## src/include/rx_manager_cfg.svh

```systemverilog
// named numbers for the receiver lock and calibration manager
// assumes a 200 MHz aclk and a 32-bit AXI4-Lite register port
`ifndef RX_MANAGER_CFG_SVH
`define RX_MANAGER_CFG_SVH

// ---------------------------------------------------------------------------
// timing
// ---------------------------------------------------------------------------
`define CLK_PERIOD_NS   5
`define CLK_PERIOD_PS   5000
`define LOCK_WAIT_NS    300000
`define TIMER_W         17

// ---------------------------------------------------------------------------
// register map
// ---------------------------------------------------------------------------
`define ADDR_W          4
`define CTRL_OFS        4'h0
`define STAT_OFS        4'h4
`define CTRL_W          4
`define CTRL_RST        4'h3
`define CTRL_FIRST_BIT  0
`define CTRL_DEMAND_BIT 1
`define CTRL_EYE_BIT    2
`define CTRL_COEFF_BIT  3
`define STAT_W          10
`define RESP_OKAY       2'h0
`define RESP_SLVERR     2'h2

`endif

```

## src/include/rx_manager_pkg.sv

```systemverilog
// types for the receiver lock and calibration manager
// assumes rx_manager_cfg.svh is on the include path
`include "rx_manager_cfg.svh"

package rx_manager_pkg;

  // gray order along ref -> acquire -> locked -> calibrate
  typedef enum logic [1:0] {
    ST_REF    = 2'h0,
    ST_ACQ    = 2'h1,
    ST_LOCKED = 2'h3,
    ST_CAL    = 2'h2
  } lock_state_e;

  typedef enum logic [1:0] {
    OP_FULL  = 2'h0,
    OP_EYE   = 2'h1,
    OP_COEFF = 2'h2
  } cal_op_e;

  typedef struct packed {
    lock_state_e          st;
    cal_op_e              op;
    logic [`TIMER_W-1:0]  tmr;
    logic [1:0]           los_s;
    logic [1:0]           act_s;
    logic [1:0]           lock_s;
    logic [2:0]           req_s;
    logic [2:0]           eye_s;
    logic [2:0]           coeff_s;
    logic [2:0]           cdone_s;
    logic [2:0]           edone_s;
    logic [2:0]           kdone_s;
    logic                 cal_pend;
    logic                 eye_pend;
    logic                 coeff_pend;
    logic                 first_done;
    logic                 cal_once;
    logic                 eye_cmp;
    logic                 coeff_cmp;
    logic                 cal_go;
    logic                 eye_go;
    logic                 coeff_go;
    logic                 valid;
    logic [`CTRL_W-1:0]   ctrl;
    logic                 aw_have;
    logic                 w_have;
    logic [`ADDR_W-1:0]   waddr;
    logic [31:0]          wdata;
    logic                 wstrb0;
    logic                 bvalid;
    logic [1:0]           bresp;
    logic                 rvalid;
    logic [31:0]          rdata;
    logic [1:0]           rresp;
  } mgr_s;

endpackage : rx_manager_pkg

```

## src/hw/receiver_manager.sv

```systemverilog
// receiver lock and calibration manager for one transceiver lane
// assumes lane status inputs are asynchronous and the lane engines pulse or
// raise their done lines after a start pulse; software on AXI4-Lite
//
// What this block does
// - choose lock-to-reference or lock-to-data mode
// - auto calibrate on first data lock
// - on-demand calibration when user requests
// - eye request runs clock-centering recalibration
// - separate incremental equalizer coefficient recalibration
// - calibrating high while calibration runs
// - signal loss holds lock-to-reference
// - signal loss ignored once in lock-to-data
// - calibration request acts on rising edge
// - data valid only when locked and idle
// - no-activity output low means input activity
// - fine lock output follows lane lock window
// - lock may take about three times longer
// - delayed traffic and cable pull handled alone
// - calibrating rises on request, falls when done
// - eye recalibration complete flag
// - coefficient request starts incremental recalibration
// - coefficient recalibration complete flag
//
// Added by the designer: register access over AXI4-Lite and the placing of the registers.
`timescale 1ns/1ps
`default_nettype none
`include "rx_manager_cfg.svh"

module receiver_manager
  import rx_manager_pkg::*;
#(
  parameter logic [`TIMER_W-1:0] LOCK_WAIT_CYC =
    `TIMER_W'(`LOCK_WAIT_NS * 1000 / `CLK_PERIOD_PS)
) (
  input  wire logic                aclk,
  input  wire logic                aresetn,
  input  wire logic [`ADDR_W-1:0]  s_axi_awaddr,
  input  wire logic                s_axi_awvalid,
  output logic                     s_axi_awready,
  input  wire logic [31:0]         s_axi_wdata,
  input  wire logic [3:0]          s_axi_wstrb,
  input  wire logic                s_axi_wvalid,
  output logic                     s_axi_wready,
  output logic [1:0]               s_axi_bresp,
  output logic                     s_axi_bvalid,
  input  wire logic                s_axi_bready,
  input  wire logic [`ADDR_W-1:0]  s_axi_araddr,
  input  wire logic                s_axi_arvalid,
  output logic                     s_axi_arready,
  output logic [31:0]              s_axi_rdata,
  output logic [1:0]               s_axi_rresp,
  output logic                     s_axi_rvalid,
  input  wire logic                s_axi_rready,
  input  wire logic                signal_loss_in,
  input  wire logic                cal_request,
  input  wire logic                eye_recal_request,
  input  wire logic                coeff_recal_request,
  input  wire logic                peak_activity_in,
  input  wire logic                fine_lock_in,
  input  wire logic                cal_done_in,
  input  wire logic                eye_done_in,
  input  wire logic                coeff_done_in,
  output logic                     lock_to_data,
  output logic                     cal_start,
  output logic                     eye_start,
  output logic                     coeff_start,
  output logic                     calibrating,
  output logic                     rx_data_valid,
  output logic                     rx_ready,
  output logic                     rx_no_activity,
  output logic                     eye_recal_complete,
  output logic                     coeff_recal_complete
);
  import rx_manager_pkg::*;

  mgr_s q;
  mgr_s n;

  // -------------------------------------------------------------------------
  // synchronised views and edges
  // -------------------------------------------------------------------------
  logic los;
  logic act;
  logic lock;
  logic req_rise;
  logic eye_rise;
  logic coeff_rise;
  logic cdone_rise;
  logic edone_rise;
  logic kdone_rise;
  logic [`STAT_W-1:0] status;

  assign los        = q.los_s[1];
  assign act        = q.act_s[1];
  assign lock       = q.lock_s[1];
  assign req_rise   = q.req_s[1] & ~q.req_s[2];
  assign eye_rise   = q.eye_s[1] & ~q.eye_s[2];
  assign coeff_rise = q.coeff_s[1] & ~q.coeff_s[2];
  assign cdone_rise = q.cdone_s[1] & ~q.cdone_s[2];
  assign edone_rise = q.edone_s[1] & ~q.edone_s[2];
  assign kdone_rise = q.kdone_s[1] & ~q.kdone_s[2];

  assign status = {q.cal_once, los, act, q.coeff_cmp, q.eye_cmp, calibrating,
                   q.valid, lock, q.st};

  // -------------------------------------------------------------------------
  // next state
  // -------------------------------------------------------------------------
  always_comb begin
    n = q;
    // stage 0 feeds only stage 1
    n.los_s   = {q.los_s[0], signal_loss_in};
    n.act_s   = {q.act_s[0], peak_activity_in};
    n.lock_s  = {q.lock_s[0], fine_lock_in};
    n.req_s   = {q.req_s[1:0], cal_request};
    n.eye_s   = {q.eye_s[1:0], eye_recal_request};
    n.coeff_s = {q.coeff_s[1:0], coeff_recal_request};
    n.cdone_s = {q.cdone_s[1:0], cal_done_in};
    n.edone_s = {q.edone_s[1:0], eye_done_in};
    n.kdone_s = {q.kdone_s[1:0], coeff_done_in};
    n.cal_go   = 1'b0;
    n.eye_go   = 1'b0;
    n.coeff_go = 1'b0;

    case (q.st)
      ST_REF: begin
        n.tmr = '0;
        // loss of signal only matters before the data lock is tried
        if (act && !los) begin
          n.st = ST_ACQ;
        end
      end
      ST_ACQ: begin
        // a missing or late stream drops back and retries from reference
        if (lock) begin
          n.st = ST_LOCKED;
          if (q.ctrl[`CTRL_FIRST_BIT] && !q.first_done) begin
            n.cal_pend   = 1'b1;
            n.first_done = 1'b1;
          end
        // the window must cover the slower lock of a managed lane
        end else if (q.tmr == LOCK_WAIT_CYC - `TIMER_W'(1)) begin
          n.st = ST_REF;
        end else begin
          n.tmr = q.tmr + `TIMER_W'(1);
        end
      end
      ST_LOCKED: begin
        if (!lock) begin
          n.st = ST_REF;
        end else if (q.cal_pend) begin
          n.st     = ST_CAL;
          n.op     = OP_FULL;
          n.cal_go = 1'b1;
        end else if (q.eye_pend) begin
          n.st     = ST_CAL;
          n.op     = OP_EYE;
          n.eye_go = 1'b1;
        end else if (q.coeff_pend) begin
          n.st       = ST_CAL;
          n.op       = OP_COEFF;
          n.coeff_go = 1'b1;
        end
      end
      ST_CAL: begin
        // the engine owns the lane until it reports done
        if (q.op == OP_FULL && cdone_rise) begin
          n.st       = ST_LOCKED;
          n.cal_pend = 1'b0;
          n.cal_once = 1'b1;
        end else if (q.op == OP_EYE && edone_rise) begin
          n.st       = ST_LOCKED;
          n.eye_pend = 1'b0;
          n.eye_cmp  = 1'b1;
        end else if (q.op == OP_COEFF && kdone_rise) begin
          n.st         = ST_LOCKED;
          n.coeff_pend = 1'b0;
          n.coeff_cmp  = 1'b1;
        end
      end
      default: begin
        n.st = ST_REF;
      end
    endcase

    // requests land after the clears so a same-cycle request survives
    if (req_rise && q.ctrl[`CTRL_DEMAND_BIT]) begin
      n.cal_pend = 1'b1;
    end
    // incremental work needs one full calibration behind it
    if (eye_rise && q.ctrl[`CTRL_EYE_BIT] && q.cal_once) begin
      n.eye_pend = 1'b1;
      n.eye_cmp  = 1'b0;
    end
    if (coeff_rise && q.ctrl[`CTRL_COEFF_BIT] && q.cal_once) begin
      n.coeff_pend = 1'b1;
      n.coeff_cmp  = 1'b0;
    end
    n.valid = (n.st == ST_LOCKED) && lock && !n.cal_pend && !n.eye_pend &&
              !n.coeff_pend;

    // -----------------------------------------------------------------------
    // AXI4-Lite slave: one write and one read outstanding
    // -----------------------------------------------------------------------
    if (s_axi_awvalid && s_axi_awready) begin
      n.aw_have = 1'b1;
      n.waddr   = s_axi_awaddr;
    end
    if (s_axi_wvalid && s_axi_wready) begin
      n.w_have = 1'b1;
      n.wdata  = s_axi_wdata;
      n.wstrb0 = s_axi_wstrb[0];
    end
    if (q.aw_have && q.w_have) begin
      n.aw_have = 1'b0;
      n.w_have  = 1'b0;
      n.bvalid  = 1'b1;
      n.bresp   = `RESP_OKAY;
      if (q.waddr == `CTRL_OFS) begin
        if (q.wstrb0) begin
          n.ctrl = q.wdata[`CTRL_W-1:0];
        end
      end else if (q.waddr != `STAT_OFS) begin
        n.bresp = `RESP_SLVERR;
      end
    end
    if (q.bvalid && s_axi_bready) begin
      n.bvalid = 1'b0;
    end
    if (s_axi_arvalid && s_axi_arready) begin
      n.rvalid = 1'b1;
      n.rresp  = `RESP_OKAY;
      n.rdata  = '0;
      if (s_axi_araddr == `CTRL_OFS) begin
        n.rdata[`CTRL_W-1:0] = q.ctrl;
      end else if (s_axi_araddr == `STAT_OFS) begin
        n.rdata[`STAT_W-1:0] = status;
      end else begin
        n.rresp = `RESP_SLVERR;
      end
    end else if (q.rvalid && s_axi_rready) begin
      n.rvalid = 1'b0;
    end
  end

  // -------------------------------------------------------------------------
  // state register
  // -------------------------------------------------------------------------
  always_ff @(posedge aclk) begin
    if (!aresetn) begin
      q      <= '0;
      q.st   <= ST_REF;
      q.op   <= OP_FULL;
      q.ctrl <= `CTRL_RST;
    end else begin
      q <= n;
    end
  end

  // -------------------------------------------------------------------------
  // outputs
  // -------------------------------------------------------------------------
  assign s_axi_awready        = !q.aw_have && !q.bvalid;
  assign s_axi_wready         = !q.w_have && !q.bvalid;
  assign s_axi_bvalid         = q.bvalid;
  assign s_axi_bresp          = q.bresp;
  assign s_axi_arready        = !q.rvalid;
  assign s_axi_rvalid         = q.rvalid;
  assign s_axi_rdata          = q.rdata;
  assign s_axi_rresp          = q.rresp;
  assign lock_to_data         = (q.st != ST_REF);
  assign cal_start            = q.cal_go;
  assign eye_start            = q.eye_go;
  assign coeff_start          = q.coeff_go;
  assign calibrating          = q.cal_pend | q.eye_pend | q.coeff_pend |
                                (q.st == ST_CAL);
  // lock is re-checked here so a lost lock drops valid in the same cycle
  assign rx_data_valid        = q.valid & lock;
  assign rx_ready             = lock;
  assign rx_no_activity       = ~act;
  assign eye_recal_complete   = q.eye_cmp;
  assign coeff_recal_complete = q.coeff_cmp;

  // -------------------------------------------------------------------------
  // checks
  // -------------------------------------------------------------------------
  los_holds_ref_a: assert property (@(posedge aclk) disable iff (!aresetn)
    (q.st == ST_REF) && los |=> (q.st == ST_REF))
    else $error("left reference while signal loss set");

  los_ignored_a: assert property (@(posedge aclk) disable iff (!aresetn)
    (q.st == ST_LOCKED) && lock && !q.cal_pend && !q.eye_pend && !q.coeff_pend
      && los |=> (q.st == ST_LOCKED))
    else $error("left data lock without lock loss");

  req_edge_a: assert property (@(posedge aclk) disable iff (!aresetn)
    $rose(q.req_s[1]) && q.ctrl[`CTRL_DEMAND_BIT] |=> q.cal_pend
    ##0 calibrating)
    else $error("calibration request edge lost");

  cal_go_a: assert property (@(posedge aclk) disable iff (!aresetn)
    cal_start |-> (q.st == ST_CAL) && (q.op == OP_FULL) && calibrating)
    else $error("start pulse outside full calibration");

  valid_a: assert property (@(posedge aclk) disable iff (!aresetn)
    rx_data_valid |-> rx_ready && !calibrating && (q.st == ST_LOCKED))
    else $error("data valid while busy or unlocked");

  acq_timeout_a: assert property (@(posedge aclk) disable iff (!aresetn)
    (q.st == ST_ACQ) |-> (q.tmr < LOCK_WAIT_CYC))
    else $error("acquire timer overran");

  eye_done_a: assert property (@(posedge aclk) disable iff (!aresetn)
    (q.st == ST_CAL) && (q.op == OP_EYE) && edone_rise && !eye_rise |=>
      eye_recal_complete && (q.st == ST_LOCKED))
    else $error("eye completion not flagged");

  coeff_done_a: assert property (@(posedge aclk) disable iff (!aresetn)
    (q.st == ST_CAL) && (q.op == OP_COEFF) && kdone_rise && !coeff_rise |=>
      coeff_recal_complete ##1 !coeff_start)
    else $error("coefficient completion not flagged");

  first_lock_a: assert property (@(posedge aclk) disable iff (!aresetn)
    (q.st == ST_ACQ) && lock && q.ctrl[`CTRL_FIRST_BIT] && !q.first_done
      |=> q.cal_pend ##1 cal_start)
    else $error("first lock did not start calibration");

  cal_falls_a: assert property (@(posedge aclk) disable iff (!aresetn)
    (q.st == ST_CAL) && (q.op == OP_FULL) && cdone_rise && !q.eye_pend && !q.coeff_pend
      && !req_rise && !eye_rise && !coeff_rise |=> !calibrating)
    else $error("calibrating stuck after full calibration");

  bresp_a: assert property (@(posedge aclk) disable iff (!aresetn)
    q.aw_have && q.w_have |=> s_axi_bvalid)
    else $error("write response missing");

endmodule : receiver_manager

`default_nettype wire

```

## config.mk

```make
export PLATFORM = sky130hd
export DESIGN_NAME = receiver_manager
export DESIGN_NICKNAME = d
export VERILOG_FILES = /design/src/include/rx_manager_pkg.sv /design/src/hw/receiver_manager.sv
export VERILOG_INCLUDE_DIRS = /design/src /design/src/include
export SDC_FILE = /design/constraint.sdc
export NUM_CORES = 1
export LEC_CHECK = 0
export ABC_AREA = 1
export BUFFER_PORTS_ARGS = -buffer_cell sky130_fd_sc_hd__buf_2
export CELL_PAD_IN_SITES_DETAIL_PLACEMENT = 1
export CELL_PAD_IN_SITES_GLOBAL_PLACEMENT = 2
export CORE_UTILIZATION = 25
export DETAILED_ROUTE_END_ITERATION = 8
export PLACE_DENSITY = 0.75
export SYNTH_ARGS = -nofsm -noshare
export SYNTH_HDL_FRONTEND = slang
export SYNTH_SLANG_ARGS = --single-unit
```

## constraint.sdc

```tcl
create_clock -name aclk -period 1.5 [get_ports aclk]
set_input_delay 0.15 -clock aclk [delete_from_list [all_inputs] [get_ports aclk]]
set_output_delay 0.15 -clock aclk [all_outputs]
set_load 0.005 [all_outputs]
```

==> key figures, run 1 <==
Yosys
  • Post-Synth Simple-Gate Area: 27.18%
  • Mapped Area: 3880 sq um
  • Main synth FF type: dfxtp_1
  • Top cell type's share of synthesized area: 43.86%
  • Synth Area in Adders: 1.612%
  • Post-synthesis compound-gate area fraction: 10.74%
  • Count of cell types in the netlist: 35
  • Post-synth EDFFs: 0
  • Synth Register Bits: 85
  • Synthesized area per cell: 7.145 sq um
  • Async set-reset flop share out of synthesis: 0%
  • Area contributors post-synth: dfxtp_1, nand2_1, nor2_1, buf_4, inv_1
  • Synth cell count leaders: nand2_1, dfxtp_1, nor2_1, inv_1, a21oi_1
  • Syn. warnings: 0
  • Mux share of post-synthesis cell area: 0%
  • Largest family of logic cells by synthesized area: simple AND/OR/NAND/NOR gates
  • Seq/Total Area, Yosys: 43.86%
  • Most common cell in the synthesized netlist: nand2_1
  • Cells after Synth: 543
  • XOR/XNOR share of the synthesized area: 0.9029%
  • Leading area contributor after synthesis: dfxtp_1

Worst setup path
  • Crit-path cells: ha_4 > nand3_4 > nor2_4 > nand3_2 > nand2_4 > nand2_8 > buf_4 > a21oi_2 > nor2_1
  • Required time worst endpoint: 1.74 ns
  • Slowest stage delay, CP: 0.37 ns
  • Flop2flop setup slack: 0.006 ns
  • Slowest-stage cell, CP: dfxtp_4
  • Buffer and inverter count on the worst path: 1
  • CP Launch Type: register
  • Largest delay contributor family on the critical path: simple AND/OR/NAND/NOR gates
  • Crit path kind: reg -> reg
  • Worst R2R Start: q[116]
  • R2r endpoint: q[121]
  • Reg2reg path depth: 9
  • Critical Path AT: 1.73 ns
  • Largest fanout on the critical path: 6
  • Crit end category: register

Finish
  • Diode count: 0
  • Final nets: 719
  • Layout Cell Area excl Fill: 5318 sq um
  • Fraction of layout cells with a size suffix above 1: 31.26%
  • Area delta synth->final: 37.05%

Power and ir drop
  • Overall power: 6.979 mW
  • Peak supply drop: 0.7669 mV
  • Pwr dens: 1312 nW/um^2
  • Pleak: 2.468 nW

Job
  • Max cap viols: 0

Placement
  • IO buf count: 55
  • Placed Area: 4552 sq um
  • Final Wtd Congestion: 0.7893
  • Dpl hpwl: 7919 microns
  • Dpl ws: -0.08377 ns

Floorplanning
  • Die Wd: 126.6 microns
  • Starting Density: 25.52%
  • DIE HEIGHT: 126.6 microns
  • Rows: 45
  • Core Footprint: 15200 sq um
  • Die area: 16020 sq um
  • I/O Pins: 111

Outcome
  • Status: completed

GRT
  • Vias in the first global route: 3621
  • Antenna violations before repair: 0
  • Largest net degree at the start of global routing: 24
  • Grt ovf: 0
  • First-pass GRT wire length: 17020 microns
  • GRT Resource Usage Total: 13.72%

Route
  • Highest routed layer: met4
  • Antenna-violating nets left: 0
  • Vias: 3638
  • DR vias/cell: 4.295
  • DRC Markers: 0
  • Initial DRC Count: 88
  • Met2 WL post-DR: 5506 microns
  • Final wirelength: 10660 microns
  • WL/cell: 12.59 microns
  • Router iterations before antenna repair: 4
  • Met1 Wirelength: 4751 microns
  • Met3 Routed Length: 267 microns

Clocking
  • Worst skew pair latency: 0.35 ns
  • Clock transition at path regs: 0.06 ns
  • TritonCTS clock tree: built
  • Max clock buf depth: 2
  • CTS Sinks: 85
  • Number of buffers created by CTS: 9
  • Clk root buf: clkbuf_16
  • H-tree depth: 3

STA
  • Final Hold Fails: 0
  • Post-route setup slack: 0.006430 ns
  • Fmax: 669.5 MHz
  • Period utilization: 99.57%
  • Min Tclk post-route: 1.494 ns
  • RSZ-0062 raised after global routing: true
  • Final setup fails: 0
  • Clock Skew: 0.006530 ns
  • Final max-slew violation count: 0

Min path
  • Hold path startpoint: s_axi_wdata[3]
  • Worst Hold End: q[42]
  • Hold Crit Class: in -> reg
  • WHS Path Cells: 3
[worst register-to-register path, stage by stage (launching register included)]
cell and delay [ns]:
dfxtp_4 0.37, ha_4 0.15, nand3_4 0.09, nor2_4 0.12
nand3_2 0.10, nand2_4 0.17, nand2_8 0.10, buf_4 0.15
a21oi_2 0.10, nor2_1 0.05
[report_power, final]
group          internal [mW]  switching, mW  total [mW]
logic                  0.978           1.22        2.20
clock network           1.35          0.961        2.31
registers               2.38         0.0892        2.47
[layout make-up]
cell class | count | area (sq um)
multi-input cells | 361 | 1914
clock buffers | 10 | 239.0
fillers | 1898 | 9884
repair buffers | 124 | 858.3
inverters | 73 | 281.5
well taps | 188 | 235.2
flip-flops and latches | 85 | 1719
clock inverters | 6 | 70.07
[stage by stage]
stage | utilization (%) | hold WS (ns) | setup TNS, ns | instances
2_1_floorplan | - | 0.2476 | 0 | 566
3_3_place_gp | 29.94 | 0.3293 | -0.01722 | 814
3_5_place_dp | 29.94 | 0.3388 | -0.6491 | 814
4_1_cts | 33.34 | 0.04716 | 0 | 843
5_1_grt | 34.98 | 0.05737 | -0.5405 | 847
6_report | 34.98 | 0.05884 | 0 | 847
[cells by family after synthesis]
| logic type | Yosys count |
|---|---|
| DFF | 85 |
| adders and majority gates | 5 |
| xor gates and xnor gates | 4 |
| other | 1 |
| buffers and inverters | 121 |
| AOI/OAI and AO/OA | 74 |
| and+or+nand+nor | 253 |
[state kept, by name, indices dropped and copies added, names as in the netlist]
signal	flops
act	1
cal_start	1
coeff_recal_complete	1
coeff_start	1
eye_recal_complete	1
eye_start	1
los	1
n	15
q	48
rx_ready	1
s_axi_bresp	1
s_axi_bvalid	1
s_axi_rdata	10
s_axi_rresp	1
s_axi_rvalid	1
[worst max-delay path by stage]
| stage | start | endpoint | cells past startpoint |
|---|---|---|---|
| 2_1_floorplan | q[136] | q[128] | 9 |
| 3_3_place_gp | q[117] | q[118] | 9 |
| 3_5_place_dp | q[136] | q[123] | 9 |
| 4_1_cts | q[116] | q[118] | 9 |
| 5_1_grt | q[116] | q[121] | 9 |
| 6_report | q[116] | q[121] | 9 |
[cell usage in the layout (no fill, tap or decap), drive strengths merged, types with 2 or more instances in the layout]
master	count
o21ai	20
nor4	2
xor2	4
inv	74
ha	5
nand4	3
clkbuf	10
nand3	32
nor3	11
o21bai	2
a211oi	3
dlygate4sd3	10
buf	114
o22ai	2
or2	2
nor2	79
a31o	2
a21oi	43
nand2	124
dfxtp	85
conb	24
clkinvlp	3
[what timing repair did]
| item | in CTS | in global routing |
|---|---|---|
| gates resized for setup | 19 | 64 |
| endpoints found under the hold margin | 10 | 0 |
| cloned | 1 | 0 |
| hold buffers | 10 | 0 |
| setup buffers | 2 | 4 |
| pin swaps | 4 | 14 |
| setup endpoints to repair | 21 | 28 |
[layer usage]
metal	GRT usage, %	up-vias
met5	0	-
met4	5.032	0
met3	3.627	9
met2	24.67	34
met1	15.53	1734
li1	-	1861
Note: power is estimated with default switching activity, not from simulation.
==> run 2, diff against run 1 <==
- ABC_AREA: 1 -> 0
- CORE_UTILIZATION: 25 -> 27
==> run 2 against run 1 <==
The run now ends with setup timing left. Fmax decreased by 13%. Synthesized cell count down 27%. Via count is 18% lower. Synthesized area decreased by 6.2%. Register-to-register slack got worse by 0.22 ns. Sequential cell count unchanged. Sequential power is essentially flat. Die area fell by 13%. Combinational power shrank 8%. Power is 2.1% lower. Critical path type unchanged. Largest power group unchanged.
==> key figures, run 2 <==
Yosys
  • Top cell type's share of synthesized area: 46.74%
  • Syn. warnings: 0
  • Cells after Synth: 394
  • Seq/Total Area, Yosys: 46.74%
  • Most common cell in the synthesized netlist: dfxtp_1
  • Leading area contributor after synthesis: dfxtp_1
  • Post-synth EDFFs: 0
  • Mapped Area: 3641 sq um
  • Main synth FF type: dfxtp_1
  • Async set-reset flop share out of synthesis: 0%
  • Synthesized area per cell: 9.241 sq um
  • Area contributors post-synth: dfxtp_1, buf_4, nor2_1, mux2i_1, and2_1
  • Count of cell types in the netlist: 52
  • Synth cell count leaders: dfxtp_1, nor2_1, buf_4, and2_1, nand2_1
  • Synth Register Bits: 85

GRT
  • Antenna violations before repair: 0
  • Vias in the first global route: 3100
  • GRT Resource Usage Total: 13.75%
  • Grt ovf: 0
  • First-pass GRT wire length: 15190 microns
  • Largest net degree at the start of global routing: 27

Floorplanning
  • Die Wd: 118.1 microns
  • Rows: 42
  • Die area: 13950 sq um
  • Core Footprint: 13190 sq um
  • Starting Density: 27.60%
  • I/O Pins: 111
  • DIE HEIGHT: 118.1 microns

STA
  • Period utilization: 114.2%
  • TNS Setup: -2.669 ns
  • Post-route setup slack: -0.2134 ns
  • Clock Skew: 0.004757 ns
  • Final Hold Fails: 0
  • Final setup fails: 21
  • RSZ-0062 raised after global routing: true
  • Min Tclk post-route: 1.713 ns
  • Fmax: 583.6 MHz
  • Final max-slew violation count: 0

Worst setup path
  • CP Launch Type: register
  • Worst R2R Start: q[135]
  • Required time worst endpoint: 1.73 ns
  • Critical Path AT: 1.95 ns
  • Flop2flop setup slack: -0.21 ns
  • R2r endpoint: q[132]
  • Largest fanout on the critical path: 6
  • Reg2reg path depth: 8
  • Crit end category: register
  • Crit path kind: reg -> reg

Clocking
  • H-tree depth: 3
  • CTS Sinks: 85
  • TritonCTS clock tree: built
  • Clock transition at path regs: 0.07 ns
  • Max clock buf depth: 2
  • Clk root buf: clkbuf_16
  • Number of buffers created by CTS: 9
  • Worst skew pair latency: 0.34 ns

Route
  • Router iterations before antenna repair: 4
  • Final wirelength: 9123 microns
  • Vias: 2993
  • DRC Markers: 0
  • Initial DRC Count: 98
  • DR vias/cell: 4.369
  • Antenna-violating nets left: 0
  • WL/cell: 13.32 microns

Min path
  • Hold path startpoint: eye_recal_request
  • Worst Hold End: n[105]
  • Hold Crit Class: in -> reg
  • WHS Path Cells: 2

Finish
  • Most frequent cells in the layout: dfxtp_1, buf_4, buf_2
  • Largest register by flop count: q
  • Final nets: 569
  • Most common cell after layout, fill and taps aside: dfxtp_1
  • Max reg flops: 48
  • Final core utilization: 38.29%
  • # fillers: 1537
  • Area delta synth->final: 38.73%
  • Fraction of layout cells with a size suffix above 1: 36.15%
  • Diode count: 0

Placement
  • Final Wtd Congestion: 0.7635
  • Dpl hpwl: 6814 microns
  • IO buf count: 55

Job
  • Max cap viols: 0

Outcome
  • Status: complete, but fails checks
  • Failing checks: setup timing

Power and ir drop
  • Overall power: 6.832 mW
  • Peak supply drop: 0.6813 mV
  • Pwr dens: 1353 nW/um^2
  • Pleak: 2.092 nW
[run 2: worst max-delay path by stage]
stage	from	to	slack, ns	cells past startpoint
finish	q[135]	q[132]	-0.21	8
global route	q[135]	q[130]	-0.29	7
CTS	q[116]	q[119]	-0.20	9
detailed placement	q[117]	q[119]	-0.28	9
global placement	q[136]	q[129]	-0.17	8
floorplan	q[126]	q[119]	-0.08	6
[run 2: cells by family after synthesis]
group                      count (synthesis)  synth area share, %
other                                      1               0.1030
muxes                                     19                5.258
xor gates and xnor gates                  11                2.646
adders and majority gates                  5                1.718
DFF                                       85                46.74
and+or+nand+nor                          160                24.06
buffers and inverters                     67                10.82
AOI/OAI and AO/OA                         46                8.660
[run 2: area by class of cell]
type	count	area, sq um	share of cell area (%)
multi-input combinational	265	1856	36.74
timing repair buffer	127	880.8	17.44
clock buffer	10	239.0	4.731
clock inverter	6	76.32	1.511
tap	176	220.2	4.360
inverter	16	65.06	1.288
sequential	85	1714	33.94
[run 2: per-stage QoR]
stage | std cells | hold slack (ns) | setup slack, ns | area, sq um
floorplan | 417 | 0.2490 | -0.07999 | 3809
global placement | 655 | 0.3341 | -0.1737 | 4418
detailed placement | 655 | 0.3455 | -0.2807 | 4418
CTS | 683 | 0.000002692 | -0.2047 | 4964
global route | 685 | 0.005724 | -0.2930 | 5051
finish | 685 | 0.008663 | -0.2134 | 5051
[run 2: metal layers]
layer / GRT usage (%) / vias up / share of wire [%]
met5: 0 / - / 0
met4: 2.885 / 0 / 0.77
met3: 4.118 / 7 / 3.0
met2: 24.85 / 45 / 52
met1: 15.84 / 1448 / 44
li1: - / 1493 / -
[run 2: report_power, final]
part | internal (mW) | switching (mW) | leakage [nW]
combinational | 1.05 | 0.965 | 1.24
sequential | 2.37 | 0.0926 | 0.696
clock | 1.37 | 0.984 | 0.156
total | 4.79 | 2.04 | 2.09
[run 2: worst max-delay path, cell delays in order (launching register included)]
cell,delay (ns)
dfxtp_4,0.37
inv_4,0.07
ha_4,0.16
buf_12,0.10
nand2b_4,0.05
a211o_1,0.39
nor3_2,0.24
xnor2_1,0.15
nor2_1,0.07
[run 2: what timing repair did]
action,4_1_cts,5_1_grt
pin swaps,9,8
setup buffers,8,2
resized for setup,25,16
setup endpoints to repair,23,25
hold endpoints to repair,5,0
hold buffers,5,0
==> run 3, diff against run 2 <==
- BUFFER_PORTS_ARGS: -buffer_cell sky130_fd_sc_hd__buf_2 -> not set
- CORE_UTILIZATION: 27 -> 37
- DONT_BUFFER_PORTS: not set -> 1
- PLACE_DENSITY: 0.75 -> 0.79
- clock period: 1.5 -> 1.87 ns (I/O delays scaled with it)
==> run 3 against run 2 <==
The run now ends clean. Critical endpoint is now q[130]. Non-clock buffer count decreased by 86. Routed wire length is 14% lower. Count of clock-buffer cells in the layout is the same. Sequential power down 20%. Largest power group unchanged. Global-route usage is 2.5 points higher. Combinational power down 47%. Sequential cell count is the same. Fmax decreased by 4.7%. Largest cell class is now sequential cells. Clock skew rose by 0.0062 ns. Register-to-register slack gained 0.29 ns.
==> key figures, run 3 (synthesized netlist as in run 2, its figures left out) <==
Worst setup path
  • Slowest stage delay, CP: 0.37 ns
  • Slowest-stage cell, CP: a211o_4
  • Reg2reg path depth: 7
  • Crit-path cells: inv_1 > ha_2 > buf_4 > nand2b_2 > a211o_4 > or3_4 > a21oi_2
  • Crit path kind: reg -> reg
  • CP Launch Type: register
  • Crit end category: register
  • Required time worst endpoint: 2.16 ns
  • Largest fanout on the critical path: 7
  • Critical Path AT: 2.09 ns

Clocking
  • Worst skew pair latency: 0.35 ns
  • Number of buffers created by CTS: 9
  • Max clock buf depth: 2
  • Post-CTS Setup Inserts: 0
  • CTS Sinks: 85
  • TritonCTS clock tree: built
  • Clock transition at path regs: 0.09 ns
  • H-tree depth: 3
  • Clk root buf: clkbuf_8

Floorplanning
  • Core Footprint: 9371 sq um
  • Starting Density: 38.85%
  • I/O Pins: 111
  • Die Wd: 101.2 microns
  • Rows: 35
  • Die area: 10240 sq um
  • DIE HEIGHT: 101.2 microns

Power and ir drop
  • Pwr dens: 1041 nW/um^2
  • Peak supply drop: 0.4268 mV
  • Overall power: 4.383 mW
  • Pleak: 1.555 nW

Route
  • Antenna-violating nets left: 0
  • Initial DRC Count: 73
  • DR vias/cell: 4.784
  • Vias: 2641
  • Router iterations before antenna repair: 4
  • Final wirelength: 7880 microns
  • DRC Markers: 0
  • WL/cell: 14.28 microns

STA
  • Clock Skew: 0.01100 ns
  • Final setup fails: 0
  • Worst slew margin: 42.07%
  • Fmax: 556.2 MHz
  • Fin Hold WS: 0.02459 ns
  • Period utilization: 96.15%
  • Min Tclk post-route: 1.798 ns
  • Worst-Margin Slew: 0.8660 ns
  • Final Hold Fails: 0
  • Post-route setup slack: 0.07204 ns
  • Final max-slew violation count: 0

Placement
  • Dpl ws: -0.005957 ns
  • IO buf count: 0
  • Final Wtd Congestion: 0.7493
  • Placed Area: 3702 sq um
  • Dpl hpwl: 5711 microns

Job
  • Max cap viols: 0

Finish
  • Fraction of layout cells with a size suffix above 1: 14.18%
  • Most frequent cells in the layout: dfxtp_1, nor2_1, and2_1
  • # fillers: 1102
  • Max reg flops: 48
  • Final nets: 483
  • Most common cell after layout, fill and taps aside: dfxtp_1
  • Final core utilization: 44.94%
  • Diode count: 0
  • Area delta synth->final: 15.67%
  • Largest register by flop count: q
  • Layout Cell Area excl Fill: 4212 sq um

GRT
  • Antenna violations before repair: 0
  • Largest net degree at the start of global routing: 31
  • GRT Resource Usage Total: 16.21%
  • First-pass GRT wire length: 12680 microns
  • Grt ovf: 0
  • Vias in the first global route: 2601

Min path
  • WHS Path Cells: 2
  • Hold Crit Class: in -> reg

Outcome
  • Status: completed
==> run 3: per-layer routing <==
metal | share of wire (%) | track usage [%] | vias to the layer above
met2 | 51 | 28.15 | 50
met5 | 0 | 0 | -
met1 | 44 | 19.00 | 1264
met3 | 4.4 | 5.038 | 6
li1 | - | - | 1321
met4 | 1.2 | 5.351 | 0
==> run 3: final timing paths <==
check             startpoint        endpoint  slack [ns]
setup / recovery      q[136]          q[130]        0.07
hold / removal       aresetn  s_axi_rresp[1]        0.02
setup reg to reg      q[136]          q[130]        0.07
hold reg to reg       n[105]          n[106]        0.44
==> run 3: area by class of cell <==
class,instances,area [sq um],area share [%]
Sequential cell,85,1709,40.58
Multi-Input combinational cell,265,1697,40.29
Timing Repair Buffer,41,376.6,8.942
Tap cell,129,161.4,3.832
Clock buffer,10,137.6,3.268
Clock inverter,6,70.07,1.664
Inverter,16,60.06,1.426
==> run 3: worst max-delay path, delay by kind of cell (launching register included) <==
| family | cells | cell delay, ns |
|---|---|---|
| simple gates | 2 | 0.52 |
| buf+inv | 2 | 0.22 |
| flops | 1 | 0.34 |
| compound gates | 2 | 0.50 |
| fa+ha+maj | 1 | 0.17 |
==> run 3: power breakdown <==
| group | internal (mW) | leakage [nW] | switching, mW |
|---|---|---|---|
| logic | 0.467 | 0.759 | 0.612 |
| clock network | 0.665 | 0.101 | 0.675 |
| registers | 1.90 | 0.694 | 0.0685 |
| total | 3.03 | 1.55 | 1.36 |
==> run 3: through the flow <==
step | setup TNS, ns | std cells
floorplan | 0 | 417
global placement | 0 | 513
detailed placement | -0.005957 | 513
CTS | 0 | 550
global route | -0.01602 | 552
finish | 0 | 552
==> run 3: timing repair <==
| action | CTS | global route |
|---|---|---|
| cloned | 0 | 1 |
| endpoints found under the hold margin | 40 | 1 |
| setup endpoints to repair | 2 | 17 |
| pin swaps | 0 | 4 |
| hold buffers | 21 | 1 |
| resized for setup | 2 | 17 |
